`src/design/sfch_consts.svh`:
```
// constants for the serial flash command and pause front end
// Operation
// - a low pause input suspends all serial traffic without deselecting.
// - a pause never stops a status write, program or erase in progress.
// - a pause only counts while chip select stays low throughout.
// - the pause starts at the pause input fall, or at the next clock low.
// - the pause ends at the pause input rise, or at the next clock low.
// - while paused the output floats and input and clock are ignored.
// - chip select rising during a pause resets the interface logic.
// - opcode 06h sets the write latch flag.
// - opcode 04h clears the write latch flag.
// - the flag clears at reset and when a clear or modify completes.
// - for opcode 90h address 00h sends maker first, 01h part first.
// - short commands run only if select rises on a byte boundary.
// - bits are sampled on clock rise and shifted out on clock fall.
`ifndef SFCH_CONSTS_SVH
`define SFCH_CONSTS_SVH
`define SFCH_LATCH_SET_CMD      8'h06
`define SFCH_LATCH_CLEAR_CMD    8'h04
`define SFCH_STATUS_WRITE_CMD   8'h01
`define SFCH_JEDEC_IDENT_CMD    8'h9f
`define SFCH_STATUS_READ_CMD    8'h05
`define SFCH_READ_CMD           8'h03
`define SFCH_FAST_READ_CMD      8'h0b
`define SFCH_TWO_LINE_READ_CMD  8'h3b
`define SFCH_SMALL_WIPE_CMD     8'h20
`define SFCH_BLOCK_WIPE_CMD_A   8'h52
`define SFCH_BLOCK_WIPE_CMD_B   8'hd8
`define SFCH_CHIP_WIPE_CMD_A    8'h60
`define SFCH_CHIP_WIPE_CMD_B    8'hc7
`define SFCH_PAGE_WRITE_CMD     8'h02
`define SFCH_DEEP_SLEEP_CMD     8'hb9
`define SFCH_WAKE_CMD           8'hab
`define SFCH_MAKER_PART_ID_CMD  8'h90
`define SFCH_STAT_BUSY_BIT      0
`define SFCH_STAT_LATCH_BIT     1
`define SFCH_PINS_IDLE          4'h9
`define SFCH_FIFO_DEPTH         32
`define SFCH_FIFO_WIDTH         8
`endif

```
`src/design/sfch_pkg.sv`:
```
// types shared by the serial flash command and pause front end
package sfch_pkg;
  typedef struct packed {
    logic cs_n;
    logic sclk;
    logic si;
    logic hold_n;
  } sfch_pins_t;

  typedef struct packed {
    logic [7:0]  code;
    logic [23:0] addr;
  } sfch_op_t;

  typedef enum logic [1:0] {
    SFCH_RUN   = 2'b01,
    SFCH_PAUSE = 2'b10
  } sfch_state_t;
endpackage

```
`src/design/sfch_front.sv`:
```
// serial flash command front end with pause, write latch and rx fifo
`timescale 1ns/1ps
`default_nettype none
`include "sfch_consts.svh"
module sfch_front #(
  parameter logic [7:0]  MAKER_ID   = 8'h5a,   // arbitrary value
  parameter logic [15:0] PART_ID    = 16'h1234, // arbitrary value
  parameter logic [7:0]  SIG_ID     = 8'h33,   // arbitrary value
  parameter int          FIFO_DEPTH = `SFCH_FIFO_DEPTH
) (
  input  wire logic                 i_sys_clk,   // 100 MHz clock
  input  wire logic                 i_srst,      // sync reset, high
  input  wire sfch_pkg::sfch_pins_t i_pins,      // raw serial pins
  input  wire logic [7:0]           i_status,    // backend status byte
  input  wire logic                 i_op_busy,   // backend op running
  input  wire logic                 i_op_done,   // backend op finished
  input  wire logic [7:0]           i_rd_data,   // byte at o_rd_addr
  input  wire logic                 i_rx_ready,  // rx consumer ready
  output logic                      o_so,        // serial out level
  output logic                      o_so_oe,     // serial out enable
  output logic                      o_write_latch_flag, // write latch
  output logic                      o_hold_active, // pause in force
  output logic                      o_op_start,  // command accepted
  output sfch_pkg::sfch_op_t        o_op,        // accepted command
  output logic [23:0]               o_rd_addr,   // array read address
  output logic                      o_rx_valid,  // rx byte valid
  output logic [7:0]                o_rx_data,   // rx byte
  output logic                      o_overrun    // rx byte lost
);
  import sfch_pkg::*;

  // -----------------------------------------------------------------
  // decoding helpers
  // -----------------------------------------------------------------
  // bytes before output starts, zero for commands with no output
  function automatic logic [2:0] out_start(input logic [7:0] op);
    unique case (op)
      `SFCH_STATUS_READ_CMD, `SFCH_JEDEC_IDENT_CMD: out_start = 3'h1;
      `SFCH_READ_CMD, `SFCH_MAKER_PART_ID_CMD,
      `SFCH_WAKE_CMD:                             out_start = 3'h4;
      `SFCH_FAST_READ_CMD, `SFCH_TWO_LINE_READ_CMD: out_start = 3'h5;
      default:                                    out_start = 3'h0;
    endcase
  endfunction

  // bytes an executing command must have, zero if it never executes
  function automatic logic [2:0] exec_len(input logic [7:0] op);
    unique case (op)
      `SFCH_LATCH_SET_CMD, `SFCH_LATCH_CLEAR_CMD, `SFCH_CHIP_WIPE_CMD_A,
      `SFCH_CHIP_WIPE_CMD_B, `SFCH_DEEP_SLEEP_CMD,
      `SFCH_WAKE_CMD:          exec_len = 3'h1;
      `SFCH_STATUS_WRITE_CMD:  exec_len = 3'h2;
      `SFCH_SMALL_WIPE_CMD, `SFCH_BLOCK_WIPE_CMD_A,
      `SFCH_BLOCK_WIPE_CMD_B:  exec_len = 3'h4;
      `SFCH_PAGE_WRITE_CMD:    exec_len = 3'h5;
      default:                 exec_len = 3'h0;
    endcase
  endfunction

  function automatic logic is_modify(input logic [7:0] op);
    is_modify = (op == `SFCH_STATUS_WRITE_CMD) ||
                (op == `SFCH_SMALL_WIPE_CMD) ||
                (op == `SFCH_BLOCK_WIPE_CMD_A) ||
                (op == `SFCH_BLOCK_WIPE_CMD_B) ||
                (op == `SFCH_CHIP_WIPE_CMD_A) ||
                (op == `SFCH_CHIP_WIPE_CMD_B) ||
                (op == `SFCH_PAGE_WRITE_CMD);
  endfunction

  // -----------------------------------------------------------------
  // pin synchronisers; edges come from the second and third stage
  // -----------------------------------------------------------------
  logic [3:0] pin_m;
  logic [3:0] pin_s;
  logic [3:0] pin_d;
  always_ff @(posedge i_sys_clk) begin
    if (i_srst) begin
      pin_m <= `SFCH_PINS_IDLE;
      pin_s <= `SFCH_PINS_IDLE;
      pin_d <= `SFCH_PINS_IDLE;
    end else begin
      pin_m <= i_pins;
      pin_s <= pin_m;
      pin_d <= pin_s;
    end
  end

  wire cs_s      = pin_s[3];
  wire sclk_s    = pin_s[2];
  wire si_s      = pin_s[1];
  wire hold_s    = pin_s[0];
  wire cs_rise   = cs_s && !pin_d[3];
  wire cs_fall   = !cs_s && pin_d[3];
  wire sclk_rise = sclk_s && !pin_d[2];
  wire sclk_fall = !sclk_s && pin_d[2];

  // -----------------------------------------------------------------
  // pause control
  // -----------------------------------------------------------------
  sfch_state_t state;
  sfch_state_t next_state;
  always_comb begin
    next_state = state;
    unique case (state)
      SFCH_RUN: begin
        if (!cs_s && !hold_s && !sclk_s) begin
          next_state = SFCH_PAUSE;
        end
      end
      SFCH_PAUSE: begin
        if (cs_s) begin
          next_state = SFCH_RUN;
        end else if (hold_s && !sclk_s) begin
          next_state = SFCH_RUN;
        end
      end
    endcase
  end

  // clock edges count only while selected and not paused
  wire live      = !cs_s && (state == SFCH_RUN);
  wire bit_rise  = live && sclk_rise;
  wire bit_fall  = live && sclk_fall;

  // -----------------------------------------------------------------
  // input shifter and byte framing
  // -----------------------------------------------------------------
  logic [2:0]  bit_cnt;
  logic [2:0]  byte_cnt;
  logic [6:0]  shift;
  logic [7:0]  opcode;
  logic [23:0] addr;
  wire  [7:0]  rx_byte   = {shift, si_s};
  wire         byte_done = bit_rise && (bit_cnt == 3'h7);
  wire  [2:0]  first_out = out_start(opcode);
  wire         out_phase = (first_out != 3'h0) && (byte_cnt >= first_out);
  wire  [2:0]  out_idx   = byte_cnt - first_out;

  always_ff @(posedge i_sys_clk) begin
    if (i_srst || cs_s) begin
      bit_cnt  <= '0;
      byte_cnt <= '0;
      shift    <= '0;
    end else if (bit_rise) begin
      bit_cnt  <= bit_cnt + 3'h1;
      shift    <= rx_byte[6:0];
      if (byte_done && byte_cnt != 3'h7) begin
        byte_cnt <= byte_cnt + 3'h1;
      end
    end
  end

  // address bytes arrive high byte first
  always_ff @(posedge i_sys_clk) begin
    if (i_srst) begin
      opcode <= '0;
      addr   <= '0;
    end else if (byte_done && byte_cnt == 3'h0) begin
      opcode <= rx_byte;
    end else if (byte_done && byte_cnt <= 3'h3) begin
      addr   <= {addr[15:0], rx_byte};
    end
  end

  wire is_read = (opcode == `SFCH_READ_CMD) ||
                 (opcode == `SFCH_FAST_READ_CMD) ||
                 (opcode == `SFCH_TWO_LINE_READ_CMD);

  always_ff @(posedge i_sys_clk) begin
    if (i_srst) begin
      o_rd_addr <= '0;
    end else if (byte_done && byte_cnt == 3'h3) begin
      o_rd_addr <= {addr[15:0], rx_byte};
    end else if (byte_done && out_phase && is_read) begin
      o_rd_addr <= o_rd_addr + 24'h1;
    end
  end

  // -----------------------------------------------------------------
  // output byte selection and serial out
  // -----------------------------------------------------------------
  // busy passes straight through: a pause never halts the backend
  wire [7:0] status_byte = {i_status[7:2], o_write_latch_flag,
                            i_op_busy};
  wire       part_first  = out_idx[0] ^ addr[0];
  wire [7:0] ident_byte  = (out_idx == 3'h0) ? MAKER_ID :
                           (out_idx == 3'h1) ? PART_ID[15:8] : PART_ID[7:0];
  wire [7:0] out_byte =
    (opcode == `SFCH_STATUS_READ_CMD)   ? status_byte :
    (opcode == `SFCH_JEDEC_IDENT_CMD)   ? ident_byte :
    (opcode == `SFCH_MAKER_PART_ID_CMD) ? (part_first ? PART_ID[7:0]
                                                      : MAKER_ID) :
    (opcode == `SFCH_WAKE_CMD)          ? SIG_ID : i_rd_data;
  wire next_oe = !cs_s && (next_state == SFCH_RUN) && out_phase;

  always_ff @(posedge i_sys_clk) begin
    if (i_srst) begin
      o_so    <= 1'b0;
      o_so_oe <= 1'b0;
    end else begin
      o_so_oe <= next_oe;
      if (bit_fall && out_phase) begin
        o_so <= out_byte[3'h7 - bit_cnt];
      end
    end
  end

  always_ff @(posedge i_sys_clk) begin
    if (i_srst) begin
      state         <= SFCH_RUN;
      o_hold_active <= 1'b0;
    end else begin
      state         <= next_state;
      o_hold_active <= (next_state == SFCH_PAUSE);
    end
  end

  // -----------------------------------------------------------------
  // command execution at the select rise
  // -----------------------------------------------------------------
  // an aborted paused frame or a ragged last byte executes nothing
  wire execute  = cs_rise && (state == SFCH_RUN) && (bit_cnt == 3'h0);
  wire [2:0] need = exec_len(opcode);
  wire len_ok   = (need != 3'h0) && ((opcode == `SFCH_PAGE_WRITE_CMD) ?
                  (byte_cnt >= need) : (byte_cnt == need));
  wire set_wel  = execute && len_ok &&
                  (opcode == `SFCH_LATCH_SET_CMD);
  wire clr_wel  = (execute && len_ok &&
                   (opcode == `SFCH_LATCH_CLEAR_CMD)) ||
                  i_op_done;
  wire op_go    = execute && len_ok && !i_op_busy &&
                  (is_modify(opcode) ? o_write_latch_flag :
                   (opcode == `SFCH_DEEP_SLEEP_CMD) ||
                   (opcode == `SFCH_WAKE_CMD));

  always_ff @(posedge i_sys_clk) begin
    if (i_srst) begin
      o_write_latch_flag <= 1'b0;
      o_op_start         <= 1'b0;
      o_op               <= '0;
    end else begin
      o_op_start <= op_go;
      if (set_wel) begin
        o_write_latch_flag <= 1'b1;
      end else if (clr_wel) begin
        o_write_latch_flag <= 1'b0;
      end
      if (op_go) begin
        o_op <= '{code: opcode, addr: addr};
      end
    end
  end

  // -----------------------------------------------------------------
  // received bytes toward the fifo; one byte of slack
  // -----------------------------------------------------------------
  logic       pend_valid;
  logic [7:0] pend_data;
  logic       fifo_ready;
  wire        push_req = byte_done && !out_phase;
  always_ff @(posedge i_sys_clk) begin
    if (i_srst) begin
      pend_valid <= 1'b0;
      pend_data  <= '0;
      o_overrun  <= 1'b0;
    end else begin
      if (push_req) begin
        pend_valid <= 1'b1;
        pend_data  <= rx_byte;
      end else if (fifo_ready) begin
        pend_valid <= 1'b0;
      end
      if (push_req && pend_valid && !fifo_ready) begin
        o_overrun <= 1'b1;
      end else if (cs_fall) begin
        o_overrun <= 1'b0;
      end
    end
  end

  sfch_fifo #(.W(`SFCH_FIFO_WIDTH), .DEPTH(FIFO_DEPTH)) u_fifo (
    .i_sys_clk (i_sys_clk),
    .i_srst    (i_srst),
    .i_valid   (pend_valid),
    .o_ready   (fifo_ready),
    .i_data    (pend_data),
    .o_valid   (o_rx_valid),
    .i_ready   (i_rx_ready),
    .o_data    (o_rx_data)
  );
endmodule
`default_nettype wire

```
`src/design/sfch_fifo.sv`:
```
// shift-register fifo with valid and ready on both sides
`timescale 1ns/1ps
`default_nettype none
module sfch_fifo #(
  parameter int W     = 8,
  parameter int DEPTH = 32
) (
  input  wire logic         i_sys_clk, // system clock
  input  wire logic         i_srst,    // sync reset, high
  input  wire logic         i_valid,   // fill side valid
  output logic              o_ready,   // fill side ready
  input  wire logic [W-1:0] i_data,    // fill side data
  output logic              o_valid,   // drain side valid
  input  wire logic         i_ready,   // drain side ready
  output logic [W-1:0]      o_data     // drain side data
);
  localparam int CW = $clog2(DEPTH + 1);

  logic [W-1:0]  mem [DEPTH];
  logic [CW-1:0] count;
  logic [CW-1:0] next_count;
  wire           push = i_valid && o_ready;
  wire           pop  = o_valid && i_ready;

  assign o_ready    = (count != CW'(DEPTH));
  assign o_data     = mem[0];
  assign next_count = count + CW'(push) - CW'(pop);

  always_ff @(posedge i_sys_clk) begin
    if (i_srst) begin
      count   <= '0;
      o_valid <= 1'b0;
    end else begin
      count   <= next_count;
      o_valid <= (next_count != '0);
    end
  end

  // -----------------------------------------------------------------
  // entries move toward the head on every pop
  // -----------------------------------------------------------------
  for (genvar g = 0; g < DEPTH; g++) begin : g_ent
    logic [W-1:0] upper;
    if (g == DEPTH - 1) begin : g_top
      assign upper = i_data;
    end else begin : g_mid
      assign upper = (push && count == CW'(g + 1)) ? i_data : mem[g+1];
    end
    always_ff @(posedge i_sys_clk) begin
      if (pop) begin
        mem[g] <= upper;
      end else if (push && count == CW'(g)) begin
        mem[g] <= i_data;
      end
    end
  end
endmodule
`default_nettype wire

```
`config.mk`:
```
export PLATFORM = sky130hd
export DESIGN_NAME = sfch_front
export DESIGN_NICKNAME = d
export VERILOG_FILES = /design/src/design/sfch_pkg.sv /design/src/design/sfch_front.sv /design/src/design/sfch_fifo.sv
export VERILOG_INCLUDE_DIRS = /design/src /design/src/design
export SDC_FILE = /design/constraint.sdc
export NUM_CORES = 1
export LEC_CHECK = 0
export ABC_AREA = 1
export BUFFER_PORTS_ARGS = -buffer_cell sky130_fd_sc_hd__clkbuf_2
export CAP_MARGIN = 0
export CORE_MARGIN = 2
export CORE_UTILIZATION = 48
export CTS_CLUSTER_SIZE = 25
export DETAILED_ROUTE_END_ITERATION = 8
export HOLD_SLACK_MARGIN = 0.08
export SYNTH_ARGS = -nofsm -noshare
export SYNTH_HDL_FRONTEND = slang
export SYNTH_HIERARCHICAL = 1
export SYNTH_SLANG_ARGS = --single-unit
```
`constraint.sdc`:
```
create_clock -name i_sys_clk -period 3.1 [get_ports i_sys_clk]
set_input_delay 0.62 -clock i_sys_clk [delete_from_list [all_inputs] [get_ports i_sys_clk]]
set_output_delay 0.62 -clock i_sys_clk [all_outputs]
set_load 0.02 [all_outputs]
```
# Word-level counts from Yosys, hierarchy flattened
# Memory sizes are Yosys's and may differ from the RTL's.
# Index checks and enable logic that the tools add are counted.
[op_classes]
add_sub_neg = 7
order_cmp = 4
eq_ne = 58
n_mux = 186
bitwise_logic = 34
reduce_logical = 103
[op_table]
columns = ["cell", "n"]
rows = [
  ["$mux W8", 67],
  ["$mux W1", 107],
  ["$eq A6 B5 Y1 const B", 16],
  ["$logic_and A1 B1 Y1", 66],
  ["$eq A6 B4 Y1 const B", 8],
  ["$eq A8 B8 Y1 const B", 6],
  ["$mux W24", 2],
  ["$or A1 B1 Y1", 32],
  ["$add A24 B1 Y24 const B", 1],
  ["$eq A6 B3 Y1 const B", 4],
  ["$eq A8 B3 Y1 const B", 3],
  ["$eq A8 B2 Y1 const B", 2],
  ["$eq A8 B6 Y1 const B", 2],
  ["$eq A8 B7 Y1 const B", 2],
  ["$mux W7", 2],
  ["$eq A6 B2 Y1 const B", 2],
  ["$pmux W3 S4", 1],
  ["$logic_or A1 B1 Y1", 11],
  ["$logic_not A3 Y1", 3],
  ["$pmux W3 S3", 1],
  ["$eq A8 B1 Y1 const B", 1],
  ["$eq A8 B4 Y1 const B", 1],
  ["$logic_not A1 Y1", 8],
  ["$reduce_bool A2 Y1", 4],
  ["other kinds (30)", 40],
]
[totals]
reg_bits = 137
mem_bits_rw = 256
in_bits = 25
output_inout_bits = 71
wordCells = 415
memories = 1
[memory_table]
columns = ["name", "words", "width", "read_ports", "rd_ports_with_merged_regs", "wr", "line_no", "source"]
rows = [
  ["u_fifo.mem", 32, 8, 32, 0, 32, "sfch_fifo.sv:19", "logic [W-1:0] mem [DEPTH];"],
]

# Longest topological paths before layout
# Gate-level depths: netlist of the first run.
[depth]
ltp_word = 11
depth_mapped = 23
mapped_depth_nobuf = 21

# Hierarchy
# The synthesis of the first run kept the hierarchy.
[modules_own_cells]
columns = ["module", "instances", "cells_each", "area_each_um2", "seq_area_each_um2"]
rows = [
  ["sfch_fifo", 1, 1296, 13295.3, 7827.5],
  ["sfch_front", 1, 924, 6301.0, 2562.5],
]

# Worst setup path after synthesis of the first run
# Ideal clock, no wire load.
[synth_timing]
path_type = "in2reg"
from = "in i_rx_ready"
to = "reg u_fifo.o_valid"
setup_ns = 0.114
arrival_time_ns = 2.782
required_time_ns = 2.986
slack_ns = 0.204
path_stages = 14
n_path_buf = 2
cell_sequence = "nand2_4 buf_2 clkbuf_1 inv_1 ha_1 inv_1 ha_1 fa_1 xnor2_1 nand3_1 nand2_1 nand2_1 nor2_1 nand2_1"
[synth_via]
elab_chain_len = 3
[synth_lines]
columns = ["element", "line_no", "source"]
rows = [
  ["start: declaration", "sfch_front.sv:18", "input wire logic i_rx_ready,"],
  ["$logic_and A1 B1 Y1", "sfch_fifo.sv:23", "wire pop = o_valid && i_ready;"],
  ["$sub A6 B1 Y6", "sfch_fifo.sv:27", "assign next_count = count + CW'(push) - CW'(pop);"],
  ["$reduce_bool A6 Y1", "sfch_fifo.sv:35", "o_valid <= (next_count != '0);"],
  ["end signal: assignment", "sfch_fifo.sv:35", ""],
  ["end: declaration", "sfch_fifo.sv:13", "output logic o_valid,"],
]
# No other way between the ends.
# A chain may end at the register's enable or synchronous reset.

# Worst setup path in the final report of the first run
[layout_timing]
from = "reg opcode[0]"
to = "reg o_rd_addr[22]"
[layout_via]
elab_chain_len = 8
elab_cells_between_ends = 19
cone_classes = "order compare: 1; eq/ne: 7; mux: 1; reduce/logical: 10"
[layout_lines]
columns = ["element", "line_no", "source"]
rows = [
  ["start: declaration", "sfch_front.sv:131", "logic [7:0] opcode;"],
  ["start signal: assignment", "sfch_front.sv:159", "opcode <= rx_byte;"],
  ["$eq A8 B2 Y1, or another cell as far along", "sfch_front.sv:37", "unique case (op)"],
  ["$reduce_or A3 Y1 or $reduce_or A2 Y1 (tied branches)", "sfch_front.sv:37", ""],
  ["$pmux W3 S3", "sfch_front.sv:37", ""],
  ["$ge A3 B3 Y1 or $reduce_bool A3 Y1 (tied branches)", "sfch_front.sv:136", "wire out_phase = (first_out != 3'h0) && (byte_cnt >= first_out);"],
  ["$logic_and A1 B1 Y1", "sfch_front.sv:136", ""],
  ["$logic_and A1 B1 Y1", "sfch_front.sv:174", "end else if (byte_done && out_phase && is_read) begin"],
  ["$logic_and A1 B1 Y1 *", "sfch_front.sv:174", ""],
  ["$reduce_bool A2 Y1 (no line) *", "n/a", ""],
  ["end signal: assignment", "sfch_front.sv:173", "o_rd_addr <= {addr[15:0], rx_byte};"],
  ["end signal: assignment", "sfch_front.sv:175", "o_rd_addr <= o_rd_addr + 24'h1;"],
  ["end: declaration", "sfch_front.sv:25", "output logic [23:0] o_rd_addr,"],
]
# Mark *: on every way between the ends. The rest lies on a longest branch, timed or not.

==> results by group, run 1 <==
Floorplanning
  – Die X: 206 um
  – FP Rows: 74
  – Core Area: 40600 um2
  – Initial core utilization: 0.483
  – Die ar.: 42500 um2
  – IO Count: 96
  – Die Y: 206 um

GRT
  – Vias in the first global route: between 10000 and 15000
  – Initial antenna violation count: 0
  – Largest net degree at the start of global routing: 66
  – GRT Overall Usage: 0.221
  – GRT overflow: 0
  – First-pass GRT wire length: approximately 74000 um

Clocking
  – Clk slew on worst S/H paths: ~0.060 ns
  – H-Tree Depth: 2
  – CTS buffer count: 43
  – CTS tree: yes
  – Longest Clk Path Bufs: 3
  – CTS Root Cell: clkbuf_16
  – Hold_buf cts: 0
  – Clock sink count: 391
  – Clk_lat worst skew: 0.56 ns
  – Postcts setup bufs: 0

Worst setup path
  – CP Launch Type: flop
  – Maximum fanout along the worst path: 19
  – Largest stage delay, worst path: 0.45 ns
  – WP buf/inv: 2
  – Worst path slowest cell: dfxtp_1
  – CP dominant cell by count: nand2_2
  – Cell family with most CP delay: simple AND/OR/NAND/NOR gates
  – CP Data Required Time: between 3 and 4 ns
  – Worst Setup End Kind: flop
  – Crit Path Class: flop to flop
  – Worst path cell trace: nand2_2 -> nor2_2 -> nand2_2 -> nand2_2 -> nor2_2 -> ha_1 -> inv_1 -> o21bai_1 -> nand3_1 -> buf_4 -> nand2_2 -> o22ai_1 -> a31oi_1 -> nor2_1
  – Worst EP arrival: around 3.4 ns

Detailed routing
  – First DRT Iteration DRCs: 1127
  – Pre-antenna DRT Iters: 6
  – DR WL/cell: 16.4 um
  – DR vias: between 15000 and 20000
  – DRC: 0
  – Total wire length: 46900 um
  – Vias per cell: 5.28
  – Post-DRT Antenna Nets: 0

Place
  – Hpwl dp: around 31000 um
  – DP Worst Slack: 0.284 ns
  – I/O Buffers: 93
  – Routability congestion estimate: 0.895
  – Placed cell areas: 20400 um2

Status
  – Status: finished, final reports clean

Timing
  – RSZ-0062 raised after global routing: false
  – Relative slew slack: 0.381
  – Slew @ Worst Pin: around 0.92 ns
  – Slew Limit Fails: 0
  – Worst setup margin: 0.185 ns
  – Setup violators final: 0
  – Fmax: 343 MHz
  – Fin Setup TNS: 0 ns
  – Hold Violations, Final: 0
  – Min Tclk post-route: 2.91 ns
  – Crit share post-route: 0.940
  – Worst Skew: around 0.020 ns

Logic synthesis
  – Predominant post-synthesis flop cell: edfxtp_1
  – FFs w/ async S/R, synth: 0
  – Yosys top cell by area: edfxtp_1
  – Post-synth top area share: 0.392
  – Top post-synthesis cells by area: edfxtp_1 39%, nand2_1 14%, dfxtp_1 14%
  – Mapped Area: 19600 um2
  – Post-synth EDFFs: 256
  – Synth cell count leaders: 729 x nand2_1, 317 x nand3_1, 256 x edfxtp_1, 171 x nor2_1, 147 x inv_1
  – Number of synthesis warnings: 6
  – Flops & latches, synth: 391
  – Most frequent cell after synthesis: nand2_1
  – Mean Syn Cell Area: 8.83 um2
  – Netlist cell types: 48
  – Seq/Total Area, Yosys: 0.530
  – Synth Instances: approximately 2200
  – Post-synthesis net count: 2272

Pwr
  – Sw power: 3540 uW
  – VDD IR-drop max: 0.370 mV
  – Sequential power share: 0.494
  – Internal: 10100 uW
  – Clock share of power: 0.375
  – P_leak: 0.00973 uW
  – Comb power frac: 0.131
  – Power Density: 626 nW/um2
  – Sw Ratio: 0.259

Layout
  – P&R area growth vs syn: 11.3%
  – Layout net count: 2350
  – # diodes: 0
  – Layout cell share with drive strength beyond 1: 0.138
  – Post-Layout Inst Area: 21800 um2

Job
  – Max-Cap Viols: 0

Min path
  – HP Class: input pin to flop
[layer usage]
metal	vias up	GRT usage	wire length [um]
met3	69	0.0366	2700
met5	-	0	0
met2	375	0.367	21800
li1	7524	-	-
met1	7139	0.303	21500
met4	0	0.0523	880
[power by group through the flow]
stage               Combinational (uW)  Clock [uW]  Sequential [uW]
global route                      2010        5420             6800
finish                            1790        5120             6740
global placement                  1750           0             6840
floorplan                         1430           0             6730
detailed placement                1790           0             6840
CTS                               1800        5220             6740
[stage by stage]
stage	power [uW]	util	cells	hold slack (ns)
after floorplan	8160	-	2220	0.388
after global placement	8590	0.503	2785	0.391
after detailed placement	8630	0.503	2785	0.393
after CTS	13800	0.538	2862	0.231
after global routing	14200	0.538	2862	0.241
final	13600	0.538	2862	0.260
[sequential cells by signal, indices dropped and copies added (netlist names), 2 cells and up]
signal,flops
pend_data,8
opcode,8
pin_m,4
shift,7
state,2
addr,24
bit_cnt,3
byte_cnt,3
pin_s,4
o_op,32
o_rd_addr,24
u_fifo/count,6
u_fifo/mem,256
pin_d,2
[cells in the final DEF (no fill, tap or decap), types with 3 or more instances in the layout]
cell type	synthesis	final
clkbuf_2	0	93
nand2_2	8	8
a31oi_1	14	14
nand3_2	6	6
dfxtp_1	135	134
o22ai_1	6	6
clkbuf_8	2	3
xnor2_1	6	6
nand2_1	729	729
buf_12	2	5
nor2_1	171	171
clkbuf_16	0	45
buf_4	18	21
a22oi_1	4	4
edfxtp_1	256	256
nor3_1	7	7
bufinv_16	0	4
nand4_1	12	12
inv_1	147	146
nand3_4	29	29
o21ai_0	67	67
nor2_2	8	8
ha_1	26	26
nand2_4	66	66
clkbuf_1	19	8
clkinv_1	1	6
clkinv_2	0	8
nand3_1	317	317
xor2_1	10	10
inv_2	8	9
clkinvlp_4	0	4
a21oi_1	76	76
or2_2	7	7
[logic make-up (layout without fill, tap and decap cells)]
| group | after synthesis | count (layout) | share of synthesized area |
|---|---|---|---|
| compound gates | 176 | 176 | 0.0480 |
| fa+ha+maj | 27 | 27 | 0.0176 |
| flops | 391 | 391 | 0.530 |
| simple gates | 1367 | 1367 | 0.337 |
| xor+xnor | 16 | 16 | 0.00715 |
| buf+inv | 243 | 353 | 0.0603 |
[timing repair]
action                                  CTS  global route
resized for setup                         0             1
hold endpoints to repair                  0             0
endpoints found under the setup margin    0             5
[worst paths after layout]
check / start / to / slack, ns / cells past startpoint
max: opcode[0] / o_rd_addr[22] / 0.19 / 14
max reg2reg: opcode[0] / o_rd_addr[22] / 0.19 / 14
min reg2reg: pin_m[1] / pin_s[1] / 0.40 / 2
min: i_pins[0] / pin_m[0] / 0.26 / 2
[cell type report]
cell class | instances | area (um2)
fill | 3720 | 18700
sequential | 391 | 10400
multi-input combinational | 1586 | 8030
clock buffer | 56 | 1200
timing repair buffer | 119 | 723
tap | 532 | 666
inverter | 157 | 597
clock inverter | 21 | 209
Note: power is estimated with default switching activity, not from simulation.
==> inputs of run 2 (changes only) <==
Settings changed: ABC_AREA 1 to not set, PLACE_DENSITY set to 0.65.
==> run 2 against run 1 <==
Setup slack got worse by 0.097 ns. Largest power group unchanged. Core utilization rose by 3.9 points. Die area fell by 7.9%. Critical endpoint is now o_so. Count of clock-buffer cells in the layout rose by 6.
==> results by group, run 2 <==
Floorplanning
  – Die Y: 198 um (-4.0%)
  – FP Rows: 70 (-5.4%)
  – Die ar.: 39100 um2 (-7.9%)
  – Die X: 198 um (-4.0%)
  – IO Count: 96 (unchanged)
  – Core Area: 36800 um2 (-9.3%)
  – Initial core utilization: 0.490 (+0.00641)

Logic synthesis
  – Predominant post-synthesis flop cell: edfxtp_1
  – FFs w/ async S/R, synth: 0 (unchanged)
  – Top post-synthesis cells by area: edfxtp_1 43%, mux2_2 15%, dfxtp_1 15%
  – Synth Instances: 1409 (-37%)
  – Seq/Total Area, Yosys: 0.577 (+0.0467)
  – Most frequent cell after synthesis: edfxtp_1
  – Post-synthesis mux area share: 0.200 (+0.200)
  – Compound-cell area share of the yosys netlist: 0.0565 (+0.00853)
  – Mapped Area: 18000 um2 (-8.1%)
  – Synth Area in XOR/XNOR: 0.00924 (+0.00209)
  – Synth cell count leaders: 256 x edfxtp_1, 245 x mux2_2, 135 x dfxtp_1, 103 x nor2_1, 88 x nand2_1
  – Post-synthesis net count: 1461 (-36%)
  – Number of synthesis warnings: 6 (unchanged)
  – Post-synth EDFFs: 256 (unchanged)
  – Simple-Gate Fraction of Synth Area: 0.111 (-0.226)
  – Largest family of logic cells by synthesized area: multiplexers
  – Adder-cell area share of the yosys netlist: 0.0192 (+0.00155)
  – Netlist cell types: 78 (+63%)
  – Post-synth top area share: 0.427 (+0.0345)
  – Yosys top cell by area: edfxtp_1
  – Mean Syn Cell Area: 12.8 um2 (+45%)
  – Flops & latches, synth: 391 (unchanged)

Worst setup path
  – Maximum fanout along the worst path: 5 (-14)
  – Worst R2R Setup Slack: 0.09 ns (-0.10 ns)
  – Crit Path Class: flop to flop
  – Worst Setup End Kind: flop
  – Worst EP arrival: 3.48 ns (+0.12 ns)
  – Worst Reg2Reg Path Length in Cells: 14 (unchanged)
  – R2r endpoint: o_so
  – CP Launch Type: flop
  – CP Data Required Time: 3.57 ns (+0.03 ns)
  – FF-to-FF Start: opcode[6]

Pwr
  – VDD IR-drop max: 0.345 mV (-6.8%)
  – P_leak: 0.00772 uW (-21%)
  – Power Density: 638 nW/um2 (+2.0%)

Min path
  – Hold Startpoint: i_pins[3]
  – Worst-case hold path end point: pin_m[3]
  – HP Class: input pin to flop
  – Hold Crit Depth: 2 (unchanged)

Clocking
  – Clock sink count: 391 (unchanged)
  – Longest Clk Path Bufs: 3 (unchanged)
  – CTS tree: yes
  – CTS Root Cell: clkbuf_16
  – CTS buffer count: 42 (-2.3%)
  – Hold_buf cts: 0 (unchanged)
  – Clk_lat worst skew: 0.55 ns (about the same)
  – Clk slew on worst S/H paths: 0.06 ns (about the same)
  – H-Tree Depth: 2 (unchanged)

GRT
  – Vias in the first global route: 11300 (-19%)
  – Initial antenna violation count: 0 (unchanged)
  – Largest net degree at the start of global routing: 102 (+55%)
  – GRT Overall Usage: 0.201 (-0.0205)
  – First-pass GRT wire length: 62000 um (-16%)
  – GRT overflow: 0 (unchanged)

Place
  – Hpwl dp: 25000 um (-20%)
  – Placed Cells: 1958 (-30%)
  – I/O Buffers: 93 (unchanged)
  – Routability congestion estimate: 0.880 (-1.7%)

Layout
  – Layout net count: 1616 (-31%)
  – Biggest registers after layout: u_fifo/mem (256), o_op (32)
  – # diodes: 0 (unchanged)
  – Commonest non-fill, non-tap cell in the layout: edfxtp_1
  – P&R area growth vs syn: 17.8%
  – Max reg flops: 256 (unchanged)
  – Layout cell share with drive strength beyond 1: 0.354 (+0.216)
  – Fin util: 0.577 (+0.0389)
  – Non-Filler Instances: 2064 (-28%)
  – Most frequent cells in the layout: 256 x edfxtp_1, 245 x mux2_2, 131 x dfxtp_1, 103 x nor2_1, 94 x clkbuf_2
  – Register with the most flip-flops: u_fifo/mem

Detailed routing
  – DR WL/cell: 19.2 um (+17%)
  – DRC: 0 (unchanged)
  – Post-DRT Antenna Nets: 0 (unchanged)
  – Vias per cell: 5.60 (+6.1%)
  – First DRT Iteration DRCs: 691 (-39%)
  – Pre-antenna DRT Iters: 7 (+1)
  – DR vias: 11600 (-23%)
  – Total wire length: 39600 um (-16%)

Timing
  – Relative slew slack: 0.138 (-0.243)
  – Fmax: 332 MHz (-3.2%)
  – Setup violators final: 0 (unchanged)
  – Min Tclk post-route: 3.01 ns (+0.0972 ns)
  – Slew @ Worst Pin: 1.28 ns (+0.355 ns)
  – RSZ-0062 raised after global routing: true
  – Slew Limit Fails: 0 (unchanged)
  – Hold Violations, Final: 0 (unchanged)
  – Worst Skew: 0.0149 ns (-0.00487 ns)
  – Crit share post-route: 0.972 (+0.0314)

Status
  – Status: finished, final reports clean

Job
  – Max-Cap Viols: 0 (unchanged)
run 2: worst max path at each step:
stage	end	depth (start not counted)	start
after floorplan	o_rd_addr[20]	13	opcode[0]
after global placement	o_rd_addr[10]	11	opcode[2]
after detailed placement	o_rd_addr[11]	11	opcode[7]
after CTS	o_rd_addr[23]	12	opcode[0]
after global routing	o_so	14	opcode[7]
final	o_so	14	opcode[6]
run 2: layout make-up:
class	instances	area, um2
well taps	468	586
repair buffers	197	1450
multi-input cells	904	7370
clock inverters	14	104
inverters	28	105
flip-flops and latches	391	10400
fillers	2990	15600
clock buffers	62	1200
run 2: timing repair:
action | in CTS | in global routing
resized for setup | 23 | 32
gates cloned | 2 | 4
pin swaps | 6 | 23
setup buffers | 4 | 20
endpoints found under the setup margin | 57 | 66
run 2: kinds of logic (layout without fill, tap and decap cells):
| family | Yosys count | count (layout) |
|---|---|---|
| DFF | 391 | 391 |
| xor gates and xnor gates | 19 | 19 |
| adders and majority gates | 27 | 27 |
| AOI/OAI and AO/OA | 144 | 144 |
| buffers and inverters | 115 | 301 |
| muxes | 329 | 329 |
| and+or+nand+nor | 384 | 385 |
run 2: through the flow:
step | instance area [um2] | hold WS (ns) | total power [uW] | TNS, ns | setup slack (ns)
finish | 21200 | 0.256 | 13500 | 0 | 0.0879
global placement | 19300 | 0.395 | 8790 | -0.955 | -0.134
global route | 21200 | 0.240 | 14100 | -0.521 | -0.0851
detailed placement | 19300 | 0.397 | 8850 | -2.87 | -0.211
floorplan | 18000 | 0.389 | 8270 | 0 | 0.0477
CTS | 20800 | 0.228 | 13700 | 0 | 0.00196
run 2: power by group:
part           switching [uW]  internal (uW)
sequential                204           6620
clock                    1980           2780
combinational            1130            816
total                    3320          10200
run 2: routing by layer:
metal | track usage | vias to the layer above | share of wire
li1 | - | 5522 | -
met3 | 0.0402 | 61 | 0.055
met2 | 0.313 | 291 | 0.46
met1 | 0.283 | 5687 | 0.46
met4 | 0.0624 | 0 | 0.023
met5 | 0 | - | 0
run 2: critical path: stages, from the launching register on:
cell and delay, ns:
dfxtp_1 0.31, or3b_4 0.42, buf_6 0.14, or3_4 0.37
nand2_2 0.07, nor2_1 0.05, ha_1 0.31, buf_4 0.15
xor2_2 0.14, nand2_1 0.10, a211oi_2 0.26, o31a_1 0.17
o22ai_1 0.06, a22o_1 0.22, o31ai_2 0.16
==> inputs of run 3 (changes only) <==
Settings changed: SYNTH_HIERARCHICAL 1 to not set.
==> run 3 against run 2 <==
The run now ends with setup timing left. Final area fell by 2.3%. Critical path depth rose by 1. Largest cell class unchanged. Die area fell by 1.5%. Critical path type unchanged. Hold slack got worse by 0.011 ns. Critical endpoint is now o_op[2]. Non-clock buffer count fell by 17. Largest power group unchanged.
==> results by group, run 3 <==
Worst setup path
  – WP buf/inv: 3 (+1)
  – Crit Path Class: flop to flop
  – Worst EP arrival: 3.71 ns (+0.23 ns)
  – CP Launch Type: flop
  – Largest stage delay, worst path: 0.41 ns (about the same)
  – Worst path slowest cell: or3b_4
  – Worst setup path start: opcode[7]
  – CP Data Required Time: 3.53 ns (-0.04 ns)
  – Cell family with most CP delay: compound AO/OA/AOI/OAI gates
  – CP dominant cell by count: buf_6
  – Worst Setup End Kind: flop
  – Maximum fanout along the worst path: 5 (unchanged)
  – FF-to-FF Start: opcode[7]
  – Worst path cell trace: buf_6 -> nand4b_1 -> nor3_2 -> a31o_2 -> or3b_4 -> ha_4 -> nor2b_1 -> o21a_1 -> o21bai_4 -> a2111oi_4 -> o311a_4 -> buf_6 -> buf_12 -> mux2i_1 -> nor2_1

Clocking
  – CTS tree: yes
  – H-Tree Depth: 2 (unchanged)
  – CTS buffer count: 42 (unchanged)
  – Clock sink count: 391 (unchanged)
  – Hold_buf cts: 0 (unchanged)
  – CTS Root Cell: clkbuf_16
  – Clk slew on worst S/H paths: 0.06 ns (about the same)
  – Longest Clk Path Bufs: 3 (unchanged)
  – Clk_lat worst skew: 0.56 ns (about the same)

Logic synthesis
  – Compound-cell area share of the yosys netlist: 0.0490 (-0.00747)
  – Post-synthesis mux area share: 0.203 (+0.00300)
  – Top post-synthesis cells by area: edfxtp_1 43%, mux2_2 16%, dfxtp_1 15%
  – Mean Syn Cell Area: 12.8 um2 (about the same)
  – Adder-cell area share of the yosys netlist: 0.0195 (+0.000288)
  – Most frequent cell after synthesis: edfxtp_1
  – Post-synth top area share: 0.433 (+0.00641)
  – Post-synthesis net count: 1441 (-1.4%)
  – Simple-Gate Fraction of Synth Area: 0.105 (-0.00573)
  – Synth Area in XOR/XNOR: 0.00839 (-0.000848)
  – Yosys top cell by area: edfxtp_1
  – Predominant post-synthesis flop cell: edfxtp_1
  – Synth cell count leaders: 256 x edfxtp_1, 248 x mux2_2, 142 x nor2_1, 139 x nand2_1, 135 x dfxtp_1
  – Largest family of logic cells by synthesized area: multiplexers
  – Netlist cell types: 81 (+3.8%)
  – Mapped Area: 17700 um2 (-1.5%)
  – Number of synthesis warnings: 0 (-6)
  – Post-synth EDFFs: 256 (unchanged)
  – Synth Instances: 1389 (-1.4%)
  – FFs w/ async S/R, synth: 0 (unchanged)
  – Seq/Total Area, Yosys: 0.586 (+0.00866)
  – Flops & latches, synth: 391 (unchanged)

Detailed routing
  – Vias per cell: 5.56 (-0.81%)
  – DRC: 0 (unchanged)
  – Pre-antenna DRT Iters: 5 (-2)
  – Total wire length: 38900 um (-1.7%)
  – DR WL/cell: 19.1 um (-0.50%)
  – First DRT Iteration DRCs: 715 (+3.5%)
  – DR vias: 11300 (-2.0%)
  – Post-DRT Antenna Nets: 0 (unchanged)

Place
  – I/O Buffers: 93 (unchanged)
  – DP Worst Slack: -0.135 ns (+0.0757 ns)
  – Hpwl dp: 25800 um (+3.1%)
  – Routability congestion estimate: 0.862 (-2.0%)

Job
  – Max-Cap Viols: 0 (unchanged)

GRT
  – Largest net degree at the start of global routing: 56 (-45%)
  – GRT Overall Usage: 0.201 (about the same)
  – Initial antenna violation count: 0 (unchanged)
  – Vias in the first global route: 11100 (-1.8%)
  – First-pass GRT wire length: 60700 um (-2.1%)
  – GRT overflow: 0 (unchanged)

Layout
  – P&R area growth vs syn: 16.8%
  – Most frequent cells in the layout: 256 x edfxtp_1, 248 x mux2_2, 140 x nor2_1, 138 x nand2_1, 127 x dfxtp_1
  – Commonest non-fill, non-tap cell in the layout: edfxtp_1
  – FF+latch area: 10400 um2 (about the same)
  – Filler instances: 2986 (-0.13%)
  – Biggest registers after layout: u_fifo.mem (256), o_op (32)
  – Max reg flops: 256 (unchanged)
  – Multi-input logic area: 7050 um2 (-4.3%)
  – Register with the most flip-flops: u_fifo.mem
  – Layout net count: 1590 (-1.6%)
  – Layout cell share with drive strength beyond 1: 0.359 (+0.00500)
  – # diodes: 0 (unchanged)

Timing
  – Slew Limit Fails: 0 (unchanged)
  – RSZ-0062 raised after global routing: true
  – Worst setup margin: -0.174 ns (-0.262 ns)
  – Fmax: 305 MHz (-8.0%)
  – Setup violators final: 42 (+42)
  – Hold Violations, Final: 0 (unchanged)
  – Crit share post-route: 1.06 (+0.0844)
  – Worst Skew: 0.0209 ns (+0.00596 ns)
  – Relative slew slack: 0.513 (+0.375)
  – Min Tclk post-route: 3.27 ns (+0.262 ns)
  – Slew @ Worst Pin: 0.724 ns (-0.556 ns)

Pwr
  – VDD IR-drop max: 0.341 mV (-1.1%)
  – Power Density: 587 nW/um2 (-8.1%)
  – P_leak: 0.00760 uW (-1.5%)
  – Power Total: 12200 uW (-10%)

Floorplanning
  – Core Area: 36500 um2 (-0.71%)
  – Die ar.: 38500 um2 (-1.5%)
  – Die Y: 196 um (-0.73%)
  – Die X: 196 um (-0.73%)
  – Initial core utilization: 0.486 (-0.00377)
  – IO Count: 96 (unchanged)
  – FP Rows: 70 (unchanged)

Status
  – Failing checks: setup timing
  – Status: finished with violations

Min path
  – Hold Startpoint: i_pins[3]
  – HP Class: input pin to flop
[run 3: layer usage]
| layer | global-route usage | wire length, um | vias to the layer above |
|---|---|---|---|
| met3 | 0.0466 | 2160 | 65 |
| li1 | - | - | 5388 |
| met1 | 0.271 | 17500 | 5574 |
| met4 | 0.0603 | 836 | 0 |
| met2 | 0.322 | 18400 | 301 |
| met5 | 0 | 0 | - |
[run 3: path summary, 6_finish.rpt]
kind,slack [ns],endpoint,depth (start not counted)
setup / recovery,-0.17,o_op[2],15
hold / removal,0.24,pin_m[3],2
setup reg to reg,-0.17,o_op[2],15
hold reg to reg,0.41,pin_s[0],1
[run 3: logic make-up (layout without fill, tap and decap cells)]
group / Yosys count / after routing
DFF: 391 / 391
buffers and inverters: 104 / 285
adders and majority gates: 27 / 27
and+or+nand+nor: 397 / 398
muxes: 329 / 329
xor gates and xnor gates: 17 / 17
AOI/OAI and AO/OA: 124 / 124
[run 3: where the power goes]
| group | total, uW | internal (uW) | switching [uW] |
|---|---|---|---|
| Combinational | 1190 | 485 | 702 |
| Clock | 4700 | 2670 | 2020 |
| Sequential | 6280 | 6140 | 140 |
[run 3: through the flow]
step	std cells	hold slack [ns]	util	TNS [ns]	cell area [um2]
CTS	2028	0.214	0.560	-0.556	20400
floorplan	1389	0.389	-	-0.0222	17800
detailed placement	1936	0.398	0.517	-3.02	18900
global route	2039	0.228	0.567	-10.30	20700
finish	2039	0.244	0.567	-3.38	20700
global placement	1936	0.396	0.517	-0.788	18900
[run 3: final cells by class]
class,instances,area share
repair buffers,180,0.0625
flip-flops and latches,391,0.502
clock inverters,20,0.00628
well taps,468,0.0283
clock buffers,57,0.0552
multi-input cells,895,0.340
inverters,28,0.00507
[run 3: timing repair]
action | 4_1_cts | 5_1_grt
buffers inserted | 12 | 11
pin swaps | 6 | 29
cloned | 3 | 2
endpoints found under the setup margin | 45 | 58
gates resized for setup | 22 | 41
